File: src/inc/accel_ctrl_defines.svh
// Purpose: constants for the accelerometer configuration register logic
// Assumes: 7-bit register address, 8-bit registers
// Notes:   definitions only
`ifndef ACCEL_CTRL_DEFINES_SVH
`define ACCEL_CTRL_DEFINES_SVH
`define ADDR_HIGHPASS_TRIM_CTRL 7'h21
`define ADDR_IRQ_PAD_CTRL       7'h22
`define ADDR_OUTPUT_FORMAT_CTRL 7'h23
`define ADDR_HIGHPASS_CLEAR     7'h25
`define ADDR_REFERENCE          7'h26
`define ADDR_OUT_BASE           7'h28
`define ADDR_OUT_LAST           7'h2D
`define ADDR_IRQ1_SOURCE        7'h31
`define ADDR_IRQ2_SOURCE        7'h35
`define CTRL_RESET              8'h00
// Trim reload bit and fields of the filter/trim register
`define BIT_TRIM_RELOAD         7
`define BIT_FILTERED_OUT_SEL    4
`define BIT_HP_IRQ2_APPLY       3
`define BIT_HP_IRQ1_APPLY       2
// Interrupt pad register fields
`define BIT_IRQ_POLARITY        7
`define BIT_IRQ_DRIVE_TYPE      6
`define BIT_IRQ2_LATCH          5
`define BIT_IRQ1_LATCH          2
// Format register fields
`define BIT_HOLD_PAIR_UPDATE    7
`define BIT_BYTE_ORDER          6
`define BIT_AUTO_CHECK_POL      2
`define BIT_AUTO_CHECK_ON       1
`define BIT_WIRE_COUNT_SEL      0
// Number of trim words, index of the last trim word
`define TRIM_WORDS              4'h8
`define TRIM_LAST               3'h7
// High-pass divisors for corner codes 00..11
`define HP_DIV_0                7'h08
`define HP_DIV_1                7'h10
`define HP_DIV_2                7'h20
`define HP_DIV_3                7'h40
`define HP_APPROX_FACTOR        4'h6
// Rates in Hz, low-pass corners in Hz
`define RATE_0                  11'h032
`define RATE_1                  11'h064
`define RATE_2                  11'h190
`define RATE_3                  11'h3E8
`define LPF_0                   10'h025
`define LPF_1                   10'h04A
`define LPF_2                   10'h124
`define LPF_3                   10'h30C
`endif

File: src/inc/accel_ctrl_pkg.sv
// Purpose: shared types of the configuration register logic
// Assumes: nothing
// Notes:   codes follow the register field encodings
package accel_ctrl_pkg;
  typedef enum logic [1:0] {
    hp_normal_a = 2'b00,
    hp_reference = 2'b01,
    hp_normal_b = 2'b10,
    hp_undefined = 2'b11
  } highpass_mode_t;
  typedef enum logic [1:0] {
    route_own = 2'b00,
    route_either = 2'b01,
    route_data_ready = 2'b10,
    route_boot = 2'b11
  } pad_route_t;
  typedef enum logic [1:0] {
    range_6g = 2'b00,
    range_12g = 2'b01,
    range_undefined = 2'b10,
    range_24g = 2'b11
  } range_select_t;
  typedef enum logic [1:0] {
    trim_idle = 2'b00,
    trim_copy = 2'b01,
    trim_done = 2'b10
  } trim_state_t;
endpackage

File: src/verilog/accel_filter_irq_format_ctrl.sv
// Purpose: configuration registers for filter, interrupt pads, format
// Assumes: serial front end gives decoded byte reads and writes
// Notes:   sample path, filter arithmetic and engines live elsewhere
//
// Summary of operation
// RULE_01: Rate code gives sample rate and low-pass corner.
// RULE_02: Trim reload copies calibration then clears itself.
// RULE_03: Power-up copies calibration without host action.
// RULE_04: Filter mode 00/10 normal, 01 uses reference.
// RULE_05: Filtered-output bit sends filtered data to outputs.
// RULE_06: Per-engine bits feed filtered data to engines.
// RULE_07: Corner code picks divisor 8, 16, 32, 64.
// RULE_08: Polarity bit: zero active high, one low.
// RULE_09: Drive bit: zero push-pull, one open drain.
// RULE_10: Latched request held until source register read.
// RULE_11: Route field picks own, OR, ready, boot.
// RULE_12: Hold update freezes pair until both bytes read.
// RULE_13: Host should set hold update when reading slowly.
// RULE_14: Byte order bit picks which byte sits lower.
// RULE_15: Range field: 6 g, 12 g, 24 g.
// RULE_16: Self-check enable and sign drive stimulus.
// RULE_17: Wire-count bit picks four or three wires.
// RULE_18: All three control registers reset to zero.
// RULE_19: Reading clear address zeroes filter state; no clear pulse while highpass_use_ref is set.
// RULE_20: Reference used when filter routed and mode 01.
// RULE_21: Host avoids undefined mode and range codes.
`timescale 1ns/1ns
`default_nettype none
`include "accel_ctrl_defines.svh"
module accel_filter_irq_format_ctrl
  import accel_ctrl_pkg::*;
(
  input  wire logic        clk,
  input  wire logic        rstn,
  input  wire logic        ce,
  input  wire logic [6:0]  reg_addr,
  input  wire logic        reg_wr,
  input  wire logic        reg_rd,
  input  wire logic [7:0]  reg_wdata,
  output logic [7:0]       reg_rdata,
  input  wire logic [1:0]  rate_code,
  input  wire logic [7:0]  reference,
  input  wire logic [47:0] sample_raw,
  input  wire logic [47:0] sample_hp,
  input  wire logic        sample_valid,
  input  wire logic        irq1_req,
  input  wire logic        irq2_req,
  input  wire logic        data_ready,
  output logic [2:0]       nv_index,
  input  wire logic [7:0]  nv_word,
  output logic [63:0]      trim_words,
  output logic [10:0]      sample_rate,
  output logic [9:0]       lowpass_corner,
  output logic [6:0]       highpass_divisor,
  output logic [10:0]      highpass_corner_x6,
  output logic             highpass_use_ref,
  output logic             highpass_clear,
  output logic [7:0]       highpass_reference,
  output logic             irq1_use_hp,
  output logic             irq2_use_hp,
  output logic             irq1_pending,
  output logic             irq2_pending,
  output logic [1:0]       range_select,
  output logic             auto_check_on,
  output logic             auto_check_polarity,
  output logic             wire_count_sel,
  output logic             pad1_out,
  output logic             pad1_oe,
  output logic             pad2_out,
  output logic             pad2_oe
);
  logic [7:0]  highpass_trim_ctrl;
  logic [7:0]  irq_pad_ctrl;
  logic [7:0]  output_format_ctrl;
  logic [47:0] out_pair;
  logic [2:0]  pair_half_read;
  logic        boot_busy;
  logic        boot_done;
  logic        wr_hp;
  logic        rd_hit;
  logic [2:0]  pair_idx;
  logic        is_out;
  logic [7:0]  next_rdata;
  logic [1:0]  highpass_mode;
  logic        filtered_out_sel;
  logic        any_route;
  logic        hold_pair_update;
  logic        byte_order;

  assign wr_hp  = ce && reg_wr && (reg_addr == `ADDR_HIGHPASS_TRIM_CTRL);
  assign rd_hit = ce && reg_rd;
  assign is_out = (reg_addr >= `ADDR_OUT_BASE) && (reg_addr <= `ADDR_OUT_LAST);
  assign pair_idx = 3'(reg_addr - `ADDR_OUT_BASE);

  // Filter/trim register; reload bit cleared when the copy ends
  always_ff @(posedge clk or negedge rstn) begin
    if (!rstn) begin
      highpass_trim_ctrl <= `CTRL_RESET; // see RULE_18
    end else if (ce) begin
      if (wr_hp) begin
        highpass_trim_ctrl <= reg_wdata;
      end else if (boot_done) begin
        highpass_trim_ctrl[`BIT_TRIM_RELOAD] <= 1'b0; // see RULE_02
      end
    end
  end

  // Interrupt pad and format registers
  always_ff @(posedge clk or negedge rstn) begin
    if (!rstn) begin
      irq_pad_ctrl       <= `CTRL_RESET; // see RULE_18
      output_format_ctrl <= `CTRL_RESET; // see RULE_18
    end else if (ce && reg_wr) begin
      if (reg_addr == `ADDR_IRQ_PAD_CTRL) begin
        irq_pad_ctrl <= reg_wdata;
      end
      if (reg_addr == `ADDR_OUTPUT_FORMAT_CTRL) begin
        output_format_ctrl <= reg_wdata;
      end
    end
  end

  // Calibration copy engine, also runs once from reset
  trim_loader u_trim (
    .clk        (clk),
    .rstn       (rstn),
    .ce         (ce),
    .start      (wr_hp && reg_wdata[`BIT_TRIM_RELOAD]), // see RULE_02
    .nv_index   (nv_index),
    .nv_word    (nv_word),
    .trim_words (trim_words),
    .busy       (boot_busy), // see RULE_03
    .done       (boot_done)
  );

  // Field decode
  assign highpass_mode    = highpass_trim_ctrl[6:5];
  assign filtered_out_sel = highpass_trim_ctrl[`BIT_FILTERED_OUT_SEL];
  assign irq2_use_hp = highpass_trim_ctrl[`BIT_HP_IRQ2_APPLY]; // see RULE_06
  assign irq1_use_hp = highpass_trim_ctrl[`BIT_HP_IRQ1_APPLY]; // see RULE_06
  assign any_route   = filtered_out_sel | irq1_use_hp | irq2_use_hp;
  assign hold_pair_update    = output_format_ctrl[`BIT_HOLD_PAIR_UPDATE];
  assign byte_order          = output_format_ctrl[`BIT_BYTE_ORDER];
  assign range_select        = output_format_ctrl[5:4]; // see RULE_15
  assign auto_check_polarity = output_format_ctrl[`BIT_AUTO_CHECK_POL];
  assign auto_check_on = output_format_ctrl[`BIT_AUTO_CHECK_ON]; // see RULE_16
  assign wire_count_sel = // see RULE_17
      output_format_ctrl[`BIT_WIRE_COUNT_SEL];
  assign highpass_reference  = reference;

  // Rate, corner and divisor lookups, registered as data outputs
  always_ff @(posedge clk or negedge rstn) begin
    if (!rstn) begin
      sample_rate        <= `RATE_0;
      lowpass_corner     <= `LPF_0;
      highpass_divisor   <= `HP_DIV_0;
      highpass_corner_x6 <= 11'h000;
      highpass_use_ref   <= 1'b0;
    end else if (ce) begin
      unique case (rate_code) // see RULE_01
        2'b00: begin
          sample_rate    <= `RATE_0;
          lowpass_corner <= `LPF_0;
        end
        2'b01: begin
          sample_rate    <= `RATE_1;
          lowpass_corner <= `LPF_1;
        end
        2'b10: begin
          sample_rate    <= `RATE_2;
          lowpass_corner <= `LPF_2;
        end
        2'b11: begin
          sample_rate    <= `RATE_3;
          lowpass_corner <= `LPF_3;
        end
      endcase
      unique case (highpass_trim_ctrl[1:0]) // see RULE_07
        2'b00: highpass_divisor <= `HP_DIV_0;
        2'b01: highpass_divisor <= `HP_DIV_1;
        2'b10: highpass_divisor <= `HP_DIV_2;
        2'b11: highpass_divisor <= `HP_DIV_3;
      endcase
      // Divisor times six; corner is rate over this value
      highpass_corner_x6 <= {4'h0, highpass_divisor} *
          {7'h00, `HP_APPROX_FACTOR};
      // Codes 00 and 10 both mean normal; 11 left as normal
      highpass_use_ref <= any_route && // see RULE_04 RULE_20
          (highpass_mode_t'(highpass_mode) == hp_reference);
    end
  end

  // One-cycle clear pulse on a read of the dummy address while highpass_use_ref is low
  always_ff @(posedge clk or negedge rstn) begin
    if (!rstn) begin
      highpass_clear <= 1'b0;
    end else if (ce) begin
      highpass_clear <= rd_hit && (reg_addr == `ADDR_HIGHPASS_CLEAR) &&
          !highpass_use_ref; // see RULE_19, RULE_04
    end
  end

  // Latched requests; a new request wins over the read that clears
  always_ff @(posedge clk or negedge rstn) begin
    if (!rstn) begin
      irq1_pending <= 1'b0;
      irq2_pending <= 1'b0;
    end else if (ce) begin
      if (!irq_pad_ctrl[`BIT_IRQ1_LATCH]) begin
        irq1_pending <= irq1_req;
      end else if (irq1_req) begin
        irq1_pending <= 1'b1; // see RULE_10
      end else if (rd_hit && reg_addr == `ADDR_IRQ1_SOURCE) begin
        irq1_pending <= 1'b0; // see RULE_10
      end
      if (!irq_pad_ctrl[`BIT_IRQ2_LATCH]) begin
        irq2_pending <= irq2_req;
      end else if (irq2_req) begin
        irq2_pending <= 1'b1; // see RULE_10
      end else if (rd_hit && reg_addr == `ADDR_IRQ2_SOURCE) begin
        irq2_pending <= 1'b0; // see RULE_10
      end
    end
  end

  // Output pairs; with hold update a pair waits for its second byte
  genvar g;
  generate
    for (g = 0; g < 3; g = g + 1) begin : g_pair
      logic rd_lo;
      logic rd_hi;
      assign rd_lo = rd_hit && is_out && (pair_idx == 3'(2 * g));
      assign rd_hi = rd_hit && is_out && (pair_idx == 3'(2 * g + 1));
      always_ff @(posedge clk or negedge rstn) begin
        if (!rstn) begin
          out_pair[g*16 +: 16] <= 16'h0000;
          pair_half_read[g]    <= 1'b0;
        end else if (ce) begin
          if (!hold_pair_update) begin
            pair_half_read[g] <= 1'b0;
          end else if (rd_lo || rd_hi) begin
            pair_half_read[g] <= !pair_half_read[g]; // see RULE_12
          end
          if (sample_valid && !(hold_pair_update &&
              (pair_half_read[g] || rd_lo || rd_hi))) begin
            out_pair[g*16 +: 16] <= filtered_out_sel ? // see RULE_05
                sample_hp[g*16 +: 16] : sample_raw[g*16 +: 16];
          end
        end
      end
    end
  endgenerate

  // Read data mux, registered
  always_comb begin
    next_rdata = 8'h00;
    if (reg_addr == `ADDR_HIGHPASS_TRIM_CTRL) begin
      next_rdata = highpass_trim_ctrl;
    end else if (reg_addr == `ADDR_IRQ_PAD_CTRL) begin
      next_rdata = irq_pad_ctrl;
    end else if (reg_addr == `ADDR_OUTPUT_FORMAT_CTRL) begin
      next_rdata = output_format_ctrl;
    end else if (is_out) begin
      // Lower address holds low byte unless order bit set
      next_rdata = (pair_idx[0] ^ byte_order) ? // see RULE_14
          out_pair[pair_idx[2:1]*16 + 8 +: 8] :
          out_pair[pair_idx[2:1]*16 +: 8];
    end
  end

  always_ff @(posedge clk or negedge rstn) begin
    if (!rstn) begin
      reg_rdata <= 8'h00;
    end else if (rd_hit) begin
      reg_rdata <= next_rdata;
    end
  end

  // Interrupt pads
  pad_driver u_pad1 (
    .clk          (clk),
    .rstn         (rstn),
    .ce           (ce),
    .route        (irq_pad_ctrl[1:0]), // see RULE_11
    .polarity     (irq_pad_ctrl[`BIT_IRQ_POLARITY]), // see RULE_08
    .drive_type   (irq_pad_ctrl[`BIT_IRQ_DRIVE_TYPE]), // see RULE_09
    .own_req      (irq1_pending),
    .other_req    (irq2_pending),
    .data_ready   (data_ready),
    .boot_running (boot_busy),
    .pad_out      (pad1_out),
    .pad_oe       (pad1_oe)
  );

  pad_driver u_pad2 (
    .clk          (clk),
    .rstn         (rstn),
    .ce           (ce),
    .route        (irq_pad_ctrl[4:3]), // see RULE_11
    .polarity     (irq_pad_ctrl[`BIT_IRQ_POLARITY]), // see RULE_08
    .drive_type   (irq_pad_ctrl[`BIT_IRQ_DRIVE_TYPE]), // see RULE_09
    .own_req      (irq2_pending),
    .other_req    (irq1_pending),
    .data_ready   (data_ready),
    .boot_running (boot_busy),
    .pad_out      (pad2_out),
    .pad_oe       (pad2_oe)
  );
endmodule
`default_nettype wire

File: src/verilog/trim_loader.sv
// Purpose: copies nonvolatile calibration words into trim registers
// Assumes: nonvolatile word readable one cycle after its index is shown
// Notes:   starts by itself after reset and again on request
`timescale 1ns/1ns
`default_nettype none
`include "accel_ctrl_defines.svh"
module trim_loader
  import accel_ctrl_pkg::*;
(
  input  wire logic       clk,
  input  wire logic       rstn,
  input  wire logic       ce,
  input  wire logic       start,
  output logic [2:0]      nv_index,
  input  wire logic [7:0] nv_word,
  output logic [63:0]     trim_words,
  output logic            busy,
  output logic            done
);
  trim_state_t state;
  logic [3:0]  count;
  logic [2:0]  prev_index;

  // Begins in the copy state so power-up loads trims unasked
  always_ff @(posedge clk or negedge rstn) begin
    if (!rstn) begin
      state <= trim_copy;
      count <= 4'h0;
    end else if (ce) begin
      unique case (state)
        trim_idle: begin
          count <= 4'h0;
          if (start) begin
            state <= trim_copy;
          end
        end
        trim_copy: begin
          count <= count + 4'h1;
          if (count == `TRIM_WORDS) begin
            state <= trim_done;
          end
        end
        trim_done: begin
          count <= 4'h0;
          state <= start ? trim_copy : trim_idle;
        end
        default: begin
          state <= trim_idle;
        end
      endcase
    end
  end

  assign nv_index = count[2:0];
  assign busy     = (state == trim_copy);
  assign done     = (state == trim_done);

  // Word shown last cycle arrives now, store it
  always_ff @(posedge clk or negedge rstn) begin
    if (!rstn) begin
      prev_index <= 3'h0;
      trim_words <= 64'h0;
    end else if (ce) begin
      prev_index <= count[2:0];
      if (busy && count != 4'h0) begin
        trim_words[prev_index*8 +: 8] <= nv_word;
      end
    end
  end
endmodule
`default_nettype wire

File: src/verilog/pad_driver.sv
// Purpose: one interrupt pad: route select, polarity, drive type
// Assumes: request inputs are active high levels
// Notes:   open drain only ever pulls the pad low
`timescale 1ns/1ns
`default_nettype none
`include "accel_ctrl_defines.svh"
module pad_driver
  import accel_ctrl_pkg::*;
(
  input  wire logic       clk,
  input  wire logic       rstn,
  input  wire logic       ce,
  input  wire logic [1:0] route,
  input  wire logic       polarity,
  input  wire logic       drive_type,
  input  wire logic       own_req,
  input  wire logic       other_req,
  input  wire logic       data_ready,
  input  wire logic       boot_running,
  output logic            pad_out,
  output logic            pad_oe
);
  logic sel;
  logic level;

  // Source chosen by the route field
  always_comb begin
    unique case (pad_route_t'(route))
      route_own:        sel = own_req;
      route_either:     sel = own_req | other_req;
      route_data_ready: sel = data_ready;
      route_boot:       sel = boot_running;
    endcase
  end

  assign level = sel ^ polarity;

  // Registered so the pad never glitches between routes
  always_ff @(posedge clk or negedge rstn) begin
    if (!rstn) begin
      pad_out <= 1'b0;
      pad_oe  <= 1'b1;
    end else if (ce) begin
      pad_out <= level;
      // Open drain: drive only the low level, float otherwise
      pad_oe  <= drive_type ? !level : 1'b1;
    end
  end
endmodule
`default_nettype wire

File: config.mk
export PLATFORM = sky130hd
export DESIGN_NAME = accel_filter_irq_format_ctrl
export DESIGN_NICKNAME = d
export VERILOG_FILES = /design/src/inc/accel_ctrl_pkg.sv /design/src/verilog/accel_filter_irq_format_ctrl.sv /design/src/verilog/trim_loader.sv /design/src/verilog/pad_driver.sv
export VERILOG_INCLUDE_DIRS = /design/src /design/src/inc
export SDC_FILE = /design/constraint.sdc
export NUM_CORES = 1
export LEC_CHECK = 0
export BUFFER_PORTS_ARGS = -buffer_cell sky130_fd_sc_hd__buf_2
export CORE_UTILIZATION = 45
export CTS_CLUSTER_DIAMETER = 120
export CTS_CLUSTER_SIZE = 16
export DETAILED_ROUTE_END_ITERATION = 10
export GPL_TIMING_DRIVEN = 1
export HOLD_SLACK_MARGIN = 0.15
export PLACE_DENSITY_LB_ADDON = 0.12
export SETUP_SLACK_MARGIN = 0.4
export SYNTH_ARGS = -nofsm -noshare
export SYNTH_HDL_FRONTEND = slang
export SYNTH_HIERARCHICAL = 1
export SYNTH_SLANG_ARGS = --single-unit
File: constraint.sdc
create_clock -name clk -period 4.39 [get_ports clk]
set_input_delay 0.878 -clock clk [delete_from_list [all_inputs] [get_ports clk]]
set_output_delay 0.878 -clock clk [all_outputs]
set_load 0.1 [all_outputs]
==> load_flow_metrics.sql <==
INSERT INTO impl_metrics (metric_group, metric, value, unit) VALUES
('synthesis', 'synth_cells', '805', ''),
('pwr', 'switching_share', '32.1', '%'),
('synthesis', 'synth_async_sr_flop_share', '100', '%'),
('cells_and_area', 'final_design_area_no_fill', '0.0108', 'sq mm'),
('clock_tree', 'ctsLongestPathBuffers', '2', ''),
('floorplanning', 'floorplan.initialDensity', '46.0', '%'),
('setup_path', 'timing.critical_path.arrival', '2.93', 'ns'),
('placed_design', 'buffers_added_on_ports', '246', ''),
('cells_and_area', 'syn2layout_area_growth', '20.3', '%'),
('clock_tree', 'cts_buffers', '17', ''),
('synthesis', 'avgSynthCellArea', '11.2', 'sq um'),
('route', 'drt-initial-drc-count', '279', ''),
('route', 'drt-vias-per-instance', '5.05', ''),
('setup_path', 'r2r_slack', '1.77', 'ns'),
('floorplanning', 'num_io_pins', '275', ''),
('cells_and_area', 'regArea', '0.00457', 'sq mm'),
('timing', 'minimum_setup_slack_in_the_final_design', '1.77', 'ns'),
('setup_path', 'timing.rr.end', 'u_trim/trim_words[16]', ''),
('timing', 'layout_min_cycle_time', '2.62', 'ns'),
('placed_design', 'dp_hpwl', '15.9', 'mm'),
('global_routing', 'gr-usage-all-layers', '21.8', '%'),
('setup_path', 'crit_required', '4.70', 'ns'),
('clock_tree', 'cts_tree', 'done', ''),
('global_routing', 'gr-total-overflow', '0', ''),
('setup_path', 'timing.critical_path.to_type', 'flip-flop', ''),
('setup_path', 'timing_worst_setup_path_type', 'flip-flop to flip-flop', ''),
('timing', 'worst_hold_slack_after_final_layout', '0.391', 'ns'),
('hold_path', 'worst_hold_path_type', 'primary input to async pin', ''),
('global_routing', 'grt_max_degree', '127', ''),
('synthesis', 'yosysWarnings', '6', ''),
('timing', 'finalSetupViolations', '0', ''),
('floorplanning', 'die_width', '143', 'um'),
('synthesis', 'netlist_area', '0.00898', 'sq mm'),
('setup_path', 'crit-reg2reg-launch', 'u_trim/prev_index[0]', ''),
('pwr', 'power.clock.fraction', '35.9', '%'),
('timing', 'finalClockSkew', '0.0101', 'ns'),
('clock_tree', 'root_buffer', 'clkbuf_16', ''),
('flow_run', 'drv.max_cap_violation_count', '0', ''),
('placed_design', 'pre_cts_slack', '1.34', 'ns'),
('cells_and_area', 'layout.nets', '1165', ''),
('synthesis', 'synth-seq-cells', '182', ''),
('setup_path', 'crit_path_start', 'u_trim/prev_index[0]', ''),
('timing', 'rsz0062_at_grt', 'false', ''),
('cells_and_area', 'multi_input_gate_area_in_the_final_layout', '0.00394', 'sq mm'),
('clock_tree', 'clk_pin_slew_worst_paths', '0.07', 'ns'),
('route', 'postRouteWirelength', '21.3', 'mm'),
('timing', 'report.final.slew_viol_count', '0', ''),
('pwr', 'static-leakage-power', '5.45', 'nW'),
('cells_and_area', 'post_route_cells_drive_above_1_share', '39.1', '%'),
('floorplanning', 'die_height', '143', 'um'),
('pwr', 'worst_ir_drop_vdd', '0.238', 'mV'),
('route', 'drt.antenna.violating_nets', '0', ''),
('clock_tree', 'post-cts-setup-buffer-count', '0', ''),
('route', 'avg_wl_per_cell', '16.5', 'um'),
('setup_path', 'setup.worst_path.start_class', 'flip-flop', ''),
('route', 'detailed_routing_iteration_count_for_the_pre_antenna_repair_pass', '4', ''),
('timing', 'setup_tns', '0', 'ns'),
('route', 'drc_violations', '0', ''),
('global_routing', 'global_route_wire_length_before_repair', '33.6', 'mm'),
('timing', 'max_freq', '0.381', 'GHz'),
('synthesis', 'yosys.cell_types.count', '57', ''),
('clock_tree', 'clk-insertion-delay-late', '0.43', 'ns'),
('pwr', 'power.share.sequential', '46.3', '%'),
('global_routing', 'antenna_violations_before_repair', '1', ''),
('route', 'num_vias', '6533', ''),
('cells_and_area', 'final.fill_count', '1796', ''),
('synthesis', 'yosys_most_used_dff', 'dfrtp_1', ''),
('cells_and_area', 'mostFrequentLayoutCell', 'buf_2', ''),
('status', 'outcome', 'completed', ''),
('placed_design', 'routabilityCongestion', '0.841', ''),
('clock_tree', 'cts_hold_buf', '0', '');
[per-stage QoR]
step,power (mW),instances
5_1_grt,4.16,1294
3_3_place_gp,2.58,1262
6_report,3.97,1294
2_1_floorplan,2.42,816
3_5_place_dp,2.59,1262
4_1_cts,4.02,1294
[worst max path at each step]
stage                                        to  depth (start not counted)
after floorplan                 irq_pad_ctrl[0]                          6
after global placement             reg_rdata[6]                          7
after detailed placement            out_pair[1]                          5
after CTS                 u_trim/trim_words[16]                          6
after global routing               out_pair[44]                          5
final                     u_trim/trim_words[16]                          6
[cell families after synthesis]
logic type      count (synthesis)  synth area share [%]
simple gates                  184                  10.9
buf+inv                       103                  6.00
fa+ha+maj                      11                  1.62
flops                         182                  50.8
mux                           156                  19.6
other cells                     1                0.0418
compound gates                162                  10.3
xor+xnor                        6                 0.669
[layer usage]
metal | part of all wire (%) | wire (um) | GRT usage [%] | vias to the layer above
li1 | - | - | - | 3199
met1 | 45 | 9500 | 28.6 | 3089
met2 | 49 | 10400 | 35.9 | 217
met3 | 4.8 | 1030 | 4.66 | 28
met4 | 1.8 | 378 | 6.89 | 0
met5 | 0 | 0 | 0 | -
[layout make-up]
cell class	instances	share of cell area [%]
clock buffer	17	3.94
clock inverter	15	1.15
inverter	32	1.11
multi-input combinational	531	36.5
sequential	182	42.3
tap	265	3.07
timing repair buffer	252	12.0
[Yosys cell counts (3+ instances only)]
cell       instances  share of area [%]
nand2b_1           3               0.21
nand4b_1           4               0.39
nor3b_1            5               0.42
dfstp_2            8                2.3
and2_1            16                1.1
clkbuf_1          32                1.3
o211ai_1           6               0.50
nor2_1            31                1.3
a31oi_1            3               0.21
a2111oi_0          4               0.39
nand3b_1           3               0.25
inv_1             32                1.3
a21oi_1           36                2.0
buf_4             34                2.8
and3_1             9               0.63
a22o_1             3               0.29
nor3_1             6               0.33
dfrtp_1          174                 48
ha_1              10                1.4
o21ai_0           92                5.1
a41oi_1            3               0.29
nand2_1           77                3.2
nor2b_1            5               0.35
mux2_2            72                9.0
nand3_1            7               0.39
xnor2_1            5               0.49
mux2_4            17                2.8
mux2i_1           65                7.2
o32ai_1            3               0.29
buf_6              3               0.38
[power groups by stage]
stage,registers (mW),clock network (mW),logic [mW]
after global routing,1.85,1.54,0.765
after CTS,1.84,1.46,0.718
after global placement,1.87,0,0.709
after floorplan,2.03,0,0.388
after detailed placement,1.87,0,0.716
final,1.84,1.43,0.709
[critical path: stages, from the launching register on]
cell and delay (ns):
dfrtp_1 0.40, inv_1 0.09, ha_1 0.22, ha_1 0.48
nand2_1 0.15, or4b_1 0.78, mux2_4 0.39
[sequential cells by signal, indices dropped and copies added (netlist names)]
| signal | flops |
|---|---|
| out_pair | 48 |
| u_trim/state | 2 |
| irq2_pending | 1 |
| irq1_pending | 1 |
| u_trim/count | 4 |
| highpass_trim_ctrl | 8 |
| highpass_corner_x6 | 6 |
| pair_half_read | 3 |
| output_format_ctrl | 8 |
| highpass_divisor | 4 |
| lowpass_corner | 1 |
| u_pad1/pad_out | 1 |
| reg_rdata | 8 |
| u_trim/trim_words | 64 |
| irq_pad_ctrl | 8 |
| u_pad1/pad_oe | 1 |
| sample_rate | 7 |
| u_pad2/pad_oe | 1 |
| u_trim/prev_index | 3 |
| highpass_use_ref | 1 |
| highpass_clear | 1 |
| u_pad2/pad_out | 1 |
(Power assumes the default switching activity.)
